### src/rtl/ssq_pkg.sv
package ssq_pkg;

    // Register indices; byte address is four times the index
    localparam logic [6:0] IDX_ACTION = 7'h70;
    localparam logic [6:0] IDX_MAXIMA = 7'h71;
    localparam logic [6:0] IDX_DELAYS = 7'h72;
    localparam logic [6:0] IDX_PROTO = 7'h73;
    localparam logic [6:0] IDX_LEMASK = 7'h74;
    localparam logic [6:0] IDX_STATUS = 7'h7F;
    localparam logic [6:0] IDX_TEST_LO = 7'h40;
    localparam logic [6:0] IDX_TEST_HI = 7'h6F;

    // Storage slots
    localparam logic [2:0] SLOT_ACTION = 3'h0;
    localparam logic [2:0] SLOT_MAXIMA = 3'h1;
    localparam logic [2:0] SLOT_DELAYS = 3'h2;
    localparam logic [2:0] SLOT_PROTO = 3'h3;
    localparam logic [2:0] SLOT_LEMASK = 3'h4;
    localparam logic [2:0] SLOT_STATUS = 3'h5;
    localparam logic [2:0] SLOT_NONE = 3'h7;
    localparam int NUM_REGS = 5;
    localparam int REG_W = 28;

    // Field positions
    localparam int ACT_W = 3;
    localparam int TRIG_LSB = 6;
    localparam int PMAX_LSB = 0;
    localparam int SMAX_LSB = 13;
    localparam int SYNCM_LSB = 25;
    localparam int PDLY_LSB = 0;
    localparam int PSKIP_BIT = 13;
    localparam int SDLY_LSB = 14;
    localparam int SSKIP_BIT = 27;
    localparam int PROTO_W = 3;
    localparam int GMASK_LSB = 0;
    localparam int SUBM_LSB = 13;
    localparam int LOADPT_BIT = 26;
    localparam int SUBGRP_LSB = 13;

    // Reset values
    localparam logic [27:0] RST_ACTION = 28'h0000000;
    localparam logic [27:0] RST_MAXIMA = 28'h0000000;
    localparam logic [27:0] RST_DELAYS = 28'h0000000;
    localparam logic [27:0] RST_PROTO = 28'h0000000;
    localparam logic [27:0] RST_LEMASK = 28'h4000000;

    typedef enum logic [2:0] {
        ACT_IDLE = 3'b000,
        ACT_SINGLE = 3'b001,
        ACT_REPEAT = 3'b010,
        ACT_DELAYED = 3'b011,
        ACT_DLY_REPEAT = 3'b100,
        ACT_MAN_EXP = 3'b101,
        ACT_MAN_READ = 3'b110,
        ACT_FORCE_IDLE = 3'b111
    } ssq_action_t;

    typedef enum logic [2:0] {
        PR_IDLE = 3'b000,
        PR_MANUAL = 3'b001,
        PR_TEST2 = 3'b010,
        PR_TEST3 = 3'b011,
        PR_MODE = 3'b100,
        PR_PRIMARY = 3'b101,
        PR_SECONDARY = 3'b110,
        PR_KEEP_ON = 3'b111
    } ssq_proto_t;

    typedef enum logic [2:0] {
        ST_IDLE = 3'b000,
        ST_DELAY = 3'b001,
        ST_COUNT = 3'b010,
        ST_MAN_EXP = 3'b011,
        ST_MAN_READ = 3'b100
    } ssq_cnt_state_t;

endpackage

### src/rtl/ssq_shutter_gpo.sv
module ssq_shutter_gpo #(
    parameter int ADDR_W = 10,
    parameter int NUM_AUX = 8
) (
    // Clock, reset, enable
    input wire logic pclk,
    input wire logic presetn,
    input wire logic pclk_en,
    // APB slave
    input wire logic psel,
    input wire logic penable,
    input wire logic pwrite,
    input wire logic [ADDR_W-1:0] paddr,
    input wire logic [31:0] pwdata,
    output logic [31:0] prdata,
    output logic pready,
    output logic pslverr,
    // Timing pins
    input wire logic field_sync,
    input wire logic line_sync,
    input wire logic sensor_gate_pulse,
    input wire logic mode_count_active,
    // Shutter and auxiliary outputs
    output logic [NUM_AUX-1:0] aux_signal,
    output logic primary_active,
    output logic secondary_active,
    output logic gate_mask,
    output logic substrate_mask,
    output logic field_sync_out,
    output logic line_sync_out
);
    import ssq_pkg::*;

    function automatic logic [2:0] slot_of(input logic [6:0] idx);
        logic [2:0] s;
        s = SLOT_NONE;
        if (idx == IDX_ACTION) begin
            s = SLOT_ACTION;
        end else if (idx == IDX_MAXIMA) begin
            s = SLOT_MAXIMA;
        end else if (idx == IDX_DELAYS) begin
            s = SLOT_DELAYS;
        end else if (idx == IDX_PROTO) begin
            s = SLOT_PROTO;
        end else if (idx == IDX_LEMASK) begin
            s = SLOT_LEMASK;
        end else if (idx == IDX_STATUS) begin
            s = SLOT_STATUS;
        end
        return s;
    endfunction

    function automatic logic proto_out(input logic [2:0] pr,
            input logic trig, input logic mode_on,
            input logic pri_on, input logic sec_on);
        logic o;
        o = 1'b0;
        case (pr)
            PR_MANUAL: o = trig;
            PR_MODE: o = mode_on;
            PR_PRIMARY: o = pri_on;
            PR_SECONDARY: o = sec_on;
            PR_KEEP_ON: o = 1'b1;
            // Test codes drive nothing, like idle
            default: o = 1'b0;
        endcase
        return o;
    endfunction

    // Pin synchronisers: bit 0 field, 1 line, 2 gate, 3 mode
    logic [3:0] meta_q, sync_q, prev_q;
    logic [3:0] meta_d, sync_d, prev_d;
    logic fs_rise, sg_rise;

    always_comb begin
        meta_d = {mode_count_active, sensor_gate_pulse, line_sync,
                  field_sync};
        sync_d = meta_q;
        prev_d = sync_q;
    end

    always_ff @(posedge pclk or negedge presetn) begin
        if (!presetn) begin
            meta_q <= 4'h0;
            sync_q <= 4'h0;
            prev_q <= 4'h0;
        end else if (pclk_en) begin
            meta_q <= meta_d;
            sync_q <= sync_d;
            prev_q <= prev_d;
        end
    end

    assign fs_rise = sync_q[0] & ~prev_q[0];
    assign sg_rise = sync_q[2] & ~prev_q[2];

    // APB registers: shadow copies written by software, active copies
    // loaded at the field sync rise, the LEMASK substrate group at its own load point
    logic [REG_W-1:0] sh_q [NUM_REGS];
    logic [REG_W-1:0] sh_d [NUM_REGS];
    logic [REG_W-1:0] cfg_q [NUM_REGS];
    logic [REG_W-1:0] cfg_d [NUM_REGS];
    logic [31:0] prdata_d;
    logic pready_d, pslverr_d;
    logic [6:0] idx;
    logic [2:0] slot;
    logic wr_en, setup, test_hit, sub_load;
    logic [REG_W-1:0] status;

    assign idx = paddr[8:2];
    assign slot = slot_of(idx);
    assign setup = psel & ~penable;
    assign wr_en = psel & penable & pready & pwrite & ~pslverr;
    assign test_hit = (idx >= IDX_TEST_LO) && (idx <= IDX_TEST_HI);
    assign sub_load = cfg_q[SLOT_LEMASK][LOADPT_BIT] ? fs_rise : sg_rise;

    always_comb begin
        sh_d = sh_q;
        cfg_d = cfg_q;
        prdata_d = prdata;
        pready_d = setup;
        pslverr_d = 1'b0;
        if (setup) begin
            prdata_d = 32'h00000000;
            // Test range and holes answer with an error
            if (test_hit || slot == SLOT_NONE) begin
                pslverr_d = 1'b1;
            end else if (slot == SLOT_STATUS) begin
                pslverr_d = pwrite;
                prdata_d = {4'h0, status};
            end else begin
                prdata_d = {4'h0, sh_q[slot]};
            end
        end
        if (wr_en) begin
            sh_d[slot] = pwdata[REG_W-1:0];
        end
        if (fs_rise) begin
            for (int r = 0; r < NUM_REGS; r++) begin
                cfg_d[r] = sh_d[r];
            end
            // Substrate group waits for its own load point
            cfg_d[SLOT_LEMASK][REG_W-1:SUBGRP_LSB] =
                cfg_q[SLOT_LEMASK][REG_W-1:SUBGRP_LSB];
        end
        if (sub_load) begin
            cfg_d[SLOT_LEMASK][REG_W-1:SUBGRP_LSB] =
                sh_d[SLOT_LEMASK][REG_W-1:SUBGRP_LSB];
        end
    end

    always_ff @(posedge pclk or negedge presetn) begin
        if (!presetn) begin
            sh_q[SLOT_ACTION] <= RST_ACTION;
            sh_q[SLOT_MAXIMA] <= RST_MAXIMA;
            sh_q[SLOT_DELAYS] <= RST_DELAYS;
            sh_q[SLOT_PROTO] <= RST_PROTO;
            sh_q[SLOT_LEMASK] <= RST_LEMASK;
            cfg_q[SLOT_ACTION] <= RST_ACTION;
            cfg_q[SLOT_MAXIMA] <= RST_MAXIMA;
            cfg_q[SLOT_DELAYS] <= RST_DELAYS;
            cfg_q[SLOT_PROTO] <= RST_PROTO;
            cfg_q[SLOT_LEMASK] <= RST_LEMASK;
            prdata <= 32'h00000000;
            pready <= 1'b0;
            pslverr <= 1'b0;
        end else if (pclk_en) begin
            sh_q <= sh_d;
            cfg_q <= cfg_d;
            prdata <= prdata_d;
            pready <= pready_d;
            pslverr <= pslverr_d;
        end
    end

    // Primary and secondary field counters
    logic [1:0] cnt_on, cnt_start;
    logic [5:0] st_all;

    for (genvar g = 0; g < 2; g++) begin : gen_cnt
        ssq_cnt_state_t st_q, st_d;
        logic [12:0] cnt_q, cnt_d, maxv, dlyv;
        logic done_q, done_d, skip, force_now;
        logic [2:0] act;

        assign act = cfg_q[SLOT_ACTION][g*ACT_W +: ACT_W];
        assign maxv = (g == 0) ? cfg_q[SLOT_MAXIMA][PMAX_LSB +: 13]
                    : {1'b0, cfg_q[SLOT_MAXIMA][SMAX_LSB +: 12]};
        assign dlyv = (g == 0) ? cfg_q[SLOT_DELAYS][PDLY_LSB +: 13]
                    : cfg_q[SLOT_DELAYS][SDLY_LSB +: 13];
        assign skip = (g == 0) ? cfg_q[SLOT_DELAYS][PSKIP_BIT]
                    : cfg_q[SLOT_DELAYS][SSKIP_BIT];
        // Force acts on the written value, not at the next sync
        assign force_now =
            sh_q[SLOT_ACTION][g*ACT_W +: ACT_W] == ACT_FORCE_IDLE;

        always_comb begin
            st_d = st_q;
            cnt_d = cnt_q;
            done_d = done_q;
            if (force_now || act == ACT_FORCE_IDLE) begin
                st_d = ST_IDLE;
                cnt_d = 13'h0000;
            end else if (fs_rise) begin
                case (act)
                    ACT_IDLE: begin
                        st_d = ST_IDLE;
                        cnt_d = 13'h0000;
                        done_d = 1'b0;
                    end
                    ACT_MAN_EXP: begin
                        st_d = ST_MAN_EXP;
                        cnt_d = 13'h0000;
                    end
                    ACT_MAN_READ: begin
                        st_d = ST_MAN_READ;
                        cnt_d = 13'h0000;
                    end
                    default: begin
                        case (st_q)
                            ST_DELAY: begin
                                if (cnt_q + 13'h0001 >= dlyv) begin
                                    st_d = ST_COUNT;
                                    cnt_d = 13'h0000;
                                end else begin
                                    cnt_d = cnt_q + 13'h0001;
                                end
                            end
                            ST_COUNT: begin
                                if (cnt_q < maxv) begin
                                    cnt_d = cnt_q + 13'h0001;
                                end else if (act == ACT_REPEAT) begin
                                    cnt_d = 13'h0000;
                                end else if (act == ACT_DLY_REPEAT) begin
                                    cnt_d = 13'h0000;
                                    if (!skip && dlyv != 13'h0000) begin
                                        st_d = ST_DELAY;
                                    end
                                end else begin
                                    st_d = ST_IDLE;
                                    cnt_d = 13'h0000;
                                    done_d = 1'b1;
                                end
                            end
                            default: begin
                                // One shot waits for action 0 to rearm
                                if (!done_q) begin
                                    cnt_d = 13'h0000;
                                    if ((act == ACT_DELAYED ||
                                         act == ACT_DLY_REPEAT) &&
                                        dlyv != 13'h0000) begin
                                        st_d = ST_DELAY;
                                    end else begin
                                        st_d = ST_COUNT;
                                    end
                                end else begin
                                    st_d = ST_IDLE;
                                end
                            end
                        endcase
                    end
                endcase
            end
        end

        always_ff @(posedge pclk or negedge presetn) begin
            if (!presetn) begin
                st_q <= ST_IDLE;
                cnt_q <= 13'h0000;
                done_q <= 1'b0;
            end else if (pclk_en) begin
                st_q <= st_d;
                cnt_q <= cnt_d;
                done_q <= done_d;
            end
        end

        assign cnt_on[g] = (st_q == ST_COUNT) || (st_q == ST_MAN_EXP)
                         || (st_q == ST_MAN_READ);
        assign cnt_start[g] = fs_rise && (st_d == ST_COUNT)
                            && (cnt_d == 13'h0000);
        assign st_all[g*3 +: 3] = st_q;
    end

    // Long exposure masks, started each time the primary counter enters or restarts ST_COUNT, not by manual exposure
    logic [12:0] gate_left_q, gate_left_d, sub_left_q, sub_left_d;

    always_comb begin
        gate_left_d = gate_left_q;
        sub_left_d = sub_left_q;
        if (cnt_start[0]) begin
            gate_left_d = cfg_q[SLOT_LEMASK][GMASK_LSB +: 13];
            sub_left_d = cfg_q[SLOT_LEMASK][SUBM_LSB +: 13];
        end else begin
            if (fs_rise && gate_left_q != 13'h0000) begin
                gate_left_d = gate_left_q - 13'h0001;
            end
            if (fs_rise && sub_left_q != 13'h0000) begin
                sub_left_d = sub_left_q - 13'h0001;
            end
        end
    end

    always_ff @(posedge pclk or negedge presetn) begin
        if (!presetn) begin
            gate_left_q <= 13'h0000;
            sub_left_q <= 13'h0000;
        end else if (pclk_en) begin
            gate_left_q <= gate_left_d;
            sub_left_q <= sub_left_d;
        end
    end

    assign status = {9'h000, sub_left_q != 13'h0000,
                     gate_left_q != 13'h0000, st_all, cnt_on,
                     sync_q[3], aux_signal};

    // Registered outputs
    logic [NUM_AUX-1:0] aux_d;
    logic [2:0] smask;
    logic busy, fs_out_d, ls_out_d;

    assign smask = cfg_q[SLOT_MAXIMA][SYNCM_LSB +: 3];
    assign busy = cnt_on[0] | (smask[2] & cnt_on[1]);

    always_comb begin
        aux_d = '0;
        for (int i = 0; i < NUM_AUX; i++) begin
            aux_d[i] = proto_out(
                cfg_q[SLOT_PROTO][i*PROTO_W +: PROTO_W],
                cfg_q[SLOT_ACTION][TRIG_LSB + i],
                sync_q[3], cnt_on[0], cnt_on[1]);
        end
        fs_out_d = sync_q[0] & ~(smask[0] & busy);
        ls_out_d = sync_q[1] & ~(smask[1] & busy);
    end

    always_ff @(posedge pclk or negedge presetn) begin
        if (!presetn) begin
            aux_signal <= '0;
            primary_active <= 1'b0;
            secondary_active <= 1'b0;
            gate_mask <= 1'b0;
            substrate_mask <= 1'b0;
            field_sync_out <= 1'b0;
            line_sync_out <= 1'b0;
        end else if (pclk_en) begin
            aux_signal <= aux_d;
            primary_active <= cnt_on[0];
            secondary_active <= cnt_on[1];
            gate_mask <= gate_left_q != 13'h0000;
            substrate_mask <= sub_left_q != 13'h0000;
            field_sync_out <= fs_out_d;
            line_sync_out <= ls_out_d;
        end
    end

endmodule

### config.mk
export PLATFORM = sky130hd
export DESIGN_NAME = ssq_shutter_gpo
export DESIGN_NICKNAME = d
export VERILOG_FILES = /design/src/rtl/ssq_pkg.sv /design/src/rtl/ssq_shutter_gpo.sv
export SDC_FILE = /design/constraint.sdc
export NUM_CORES = 1
export LEC_CHECK = 0
export BUFFER_PORTS_ARGS = -buffer_cell sky130_fd_sc_hd__buf_2
export CORE_MARGIN = 10
export CORE_UTILIZATION = 53
export CTS_CLUSTER_SIZE = 28
export DETAILED_ROUTE_END_ITERATION = 12
export PLACE_DENSITY_LB_ADDON = 0.3
export REMOVE_ABC_BUFFERS = 1
export SLEW_MARGIN = 0
export SYNTH_ARGS = -nofsm -noshare
export SYNTH_HDL_FRONTEND = slang
export SYNTH_SLANG_ARGS = --single-unit
### constraint.sdc
create_clock -name pclk -period 6.8 [get_ports pclk]
set_clock_uncertainty 0.05 [all_clocks]
set_input_delay 0.34 -clock pclk [delete_from_list [all_inputs] [get_ports pclk]]
set_output_delay 0.34 -clock pclk [all_outputs]
set_load 0.02 [all_outputs]
==> summary.md <==
| Metric | Value |
|---|---|
| Crit start category | `flip-flop` |
| Antenna Violating Nets Remaining | `0` |
| WP buf/inv | `0` |
| Worst path arrival time | `5.13 ns` |
| Clock network power share | `43.0%` |
| Vias in the first global route | `15440` |
| Ys flop type | `dfrtp_1` |
| Avg Inst Size Synth | `10.04 sq um` |
| H-tree depth | `2` |
| Worst path max stage delay | `0.90 ns` |
| PostCTS Resize Cnt | `0` |
| Max_slew headroom | `21.81%` |
| Post-Syn Area | `20140 sq um` |
| Crit-path slowest cell | `or3_1` |
| # nets final | `2123` |
| Worst setup margin | `2.084 ns` |
| Ranking of synthesized cells by area | `dfrtp_1, mux2_2, mux2i_1` |
| Pwr per Cell Area | `232.8 nW/um^2` |
| GRT Residual Overflow | `0` |
| Most common cell in the synthesized netlist | `dfrtp_1` |
| Pre-CTS setup slack | `2.165 ns` |
| Utilization after layout | `59.03%` |
| Hold/Removal Path Class | `in -> reg` |
| RSZ-0062 raised after global routing | `false` |
| DRT Pass-1 Iters | `6` |
| Peak supply drop | `201.2 uV` |
| Fraction of layout cells with a size suffix above 1 | `18.60%` |
| Chip Width | `214.9 um` |
| GP Congestion | `0.8916` |
| Final Cycle Share | `69.35%` |
| DRT Wirelength | `56.98 mm` |
| Initial core utilization | `53.60%` |
| Synth cell types | `85` |
| Share of the synthesized area in the top cell type | `46.34%` |
| Synth-to-layout area growth | `10.13%` |
| Final std cells w/o fill | `2560` |
| Global-route wire length before repair | `89.86 mm` |
| Hold depth | `2` |
| Via count | `15860` |
| Crit-path most repeated cell | `ha_1` |
| Fraction of registers with async set or reset after synthesis | `100.0%` |
| Worst Setup End Kind | `flip-flop` |
| CTS Buffer Depth | `3` |
| Net Sw Frac | `26.65%` |
| CTS tree | `yes` |
| Area of the multi-input gates | `9753 sq um` |
| Avg Vias per Cell | `6.197` |
| Filler Cells Inserted | `3178` |
| Final Hold Vio Count | `0` |
| Final setup fails | `0` |
| Critical path class | `reg -> reg` |
| Top delay family on crit path | `simple AND/OR/NAND/NOR gates` |
| Post-synth EDFFs | `0` |
| Die H | `214.9 um` |
| # Max-Cap Violations | `0` |
| Cell-internal power | `0.003788 W` |
| Largest net degree at the start of global routing | `163` |
| Clock sinks | `375` |
| Crit. path cell count | `14` |
| Clock buffer count from CTS | `42` |
| Number of buffers added on ports | `88` |
| Required @ worst endpoint | `7.21 ns` |
| WL/cell | `22.26 um` |
| # rows | `71` |
| Setup TNS | `0 ns` |
| Static Leak | `10.18 nW` |
| GRT Util Overall | `24.20%` |
| Initial DRC Count | `1494` |
| Register area | `9387 sq um` |
| Antenna violations before repair | `2` |
| DRC viols | `0` |
| CTS Root Cell | `clkbuf_16` |
| Clock period minus worst slack | `4.716 ns` |
| Ys Warns | `0` |
| Worst slew pin tran | `1.170 ns` |
| Cells along the critical path | `ha_1, and3_1, nand4_1, xnor2_1, ha_1, and4_1, o211a_1, a31oi_1, nand2_1, a21boi_2, a2111oi_4, or3_1, nor4_1, a311oi_1` |
| Yosys top cell by area | `dfrtp_1` |
| Total power draw | `0.005164 W` |
| Sequential-to-total area share from yosys stat | `46.60%` |
| Seq pwr share | `46.1%` |
| Worst skew pair latency | `0.56 ns` |
| Final max-slew violation count | `0` |
| Commonest cells post-synth | `dfrtp_1, nand2_1, o21ai_0` |
| Core Box Area | `37580 sq um` |
| Clk pin slew, worst setup/hold paths | `0.06 ns` |
| Status | `finished clean` |
| Sw Pwr | `0.001376 W` |
| Die ar. | `46200 sq um` |
| Critical Path Fanout Max | `26` |
| HPWL after DPL | `37.89 mm` |
| Placed Cells incl. Taps | `2480` |
| Fmax | `212.1 MHz` |
| I/O pin count | `100` |
| Synthesized flop and latch total | `375` |
| Worst R2R Path Depth | `14` |
| Gate Count Post-Synth | `2006` |
| Comb power frac | `10.8%` |
## layout make-up
cell class | instances | area share, %
antenna | 1 | 0.01128
inverter | 90 | 1.523
clock inverter | 9 | 0.2313
timing repair buffer | 120 | 3.238
clock buffer | 65 | 5.822
sequential | 375 | 42.32
tap | 511 | 2.883
multi-input combinational | 1389 | 43.97
## kinds of logic after synthesis
kind of cell             count (synthesis)  share of synthesized area, %
adder cells (fa/ha/maj)                 53                         3.293
XOR/XNOR                                23                         1.000
AND/OR/NAND/NOR                        532                         12.70
flip-flops                             375                         46.60
multiplexers                           264                         14.45
buffers and inverters                  245                         5.206
AO/OA/AOI/OAI                          513                         16.73
other                                    1                       0.01862
## timing repair
action	CTS	global route
endpoints found under the hold margin	74	0
buffers inserted	0	0
hold buffers	5	0
## routing by layer
metal	part of all wire [%]	GRT usage, %	up-vias
met1	43	32.45	7907
met4	3.6	9.005	2
met2	47	38.93	600
li1	-	-	7241
met5	0.023	0	-
met3	6.4	3.750	114
## path summary, 6_finish.rpt
path / startpoint / to / slack (ns)
setup / recovery: gen_cnt[0].cnt_q[0] / gate_left_q[10] / 2.08
hold / removal: pwdata[26] / sh_q[110] / 0.09
setup reg to reg: gen_cnt[0].cnt_q[0] / gate_left_q[10] / 2.08
hold reg to reg: prdata[27] / prdata[27] / 0.42
max in group asynchronous: presetn / cfg_q[75] / 4.99
min in group asynchronous: presetn / gen_cnt[0].cnt_q[2] / 0.27
## cell usage in the layout, fill, tap and decap left out, types with 11 or more instances in the layout
cell type	synthesis	routed
ha_1	53	53
o221ai_1	22	22
dfrtp_1	373	373
o221a_1	11	11
nor4_1	11	11
nand2_1	253	251
mux2i_1	110	110
a22oi_1	14	14
nor3b_1	19	19
nor2b_1	16	15
clkbuf_16	0	45
a221o_1	15	15
o22ai_1	46	46
buf_2	10	86
o21ai_0	192	192
or2_2	11	12
mux2_2	134	134
nor3_1	27	27
a31oi_1	15	15
clkbuf_1	111	11
inv_1	90	90
a22o_1	21	21
buf_4	17	27
a21oi_1	85	82
o211ai_1	21	21
nor2_1	78	77
xor2_1	11	11
nand4_1	12	12
and3_1	29	29
nand3_1	22	22
nand2b_1	12	12
xnor2_1	12	12
mux2_4	20	20
## power groups by stage
stage	clock network, W	registers (W)	logic [W]
3_3_place_gp	0	0.00241	0.000538
2_1_floorplan	0	0.00241	0.000319
6_report	0.00222	0.00238	0.000560
5_1_grt	0.00234	0.00239	0.000619
3_5_place_dp	0	0.00242	0.000551
4_1_cts	0.00226	0.00238	0.000555
## state kept, by name, summed over array words and instances (netlist names), 2 cells and up, named ones only
signal and flops:
gate_left_q 13, sh_q 121, gen_cnt.st_q 6, gen_cnt.cnt_q 26, prev_d 4, prdata 28, prev_q 2, gen_cnt.done_q 2
meta_q 4, aux_signal 8, sub_left_q 13, cfg_q 121
## through the flow
step           hold slack, ns  area (sq um)
5_1_grt               0.08768         22180
2_1_floorplan       -0.005591         19440
4_1_cts               0.06024         22180
3_5_place_dp           0.3037         20780
6_report              0.08636         22180
3_3_place_gp           0.2980         20780
## worst register-to-register path, cell delays in order, from the launching register on
cell and delay, ns:
dfrtp_1 0.51, ha_1 0.38, and3_1 0.23, nand4_1 0.12, xnor2_1 0.40, ha_1 0.33, and4_1 0.18, o211a_1 0.11
a31oi_1 0.27, nand2_1 0.12, a21boi_2 0.21, a2111oi_4 0.41, or3_1 0.90, nor4_1 0.12, a311oi_1 0.28
Note: power is estimated with default switching activity, not from simulation.
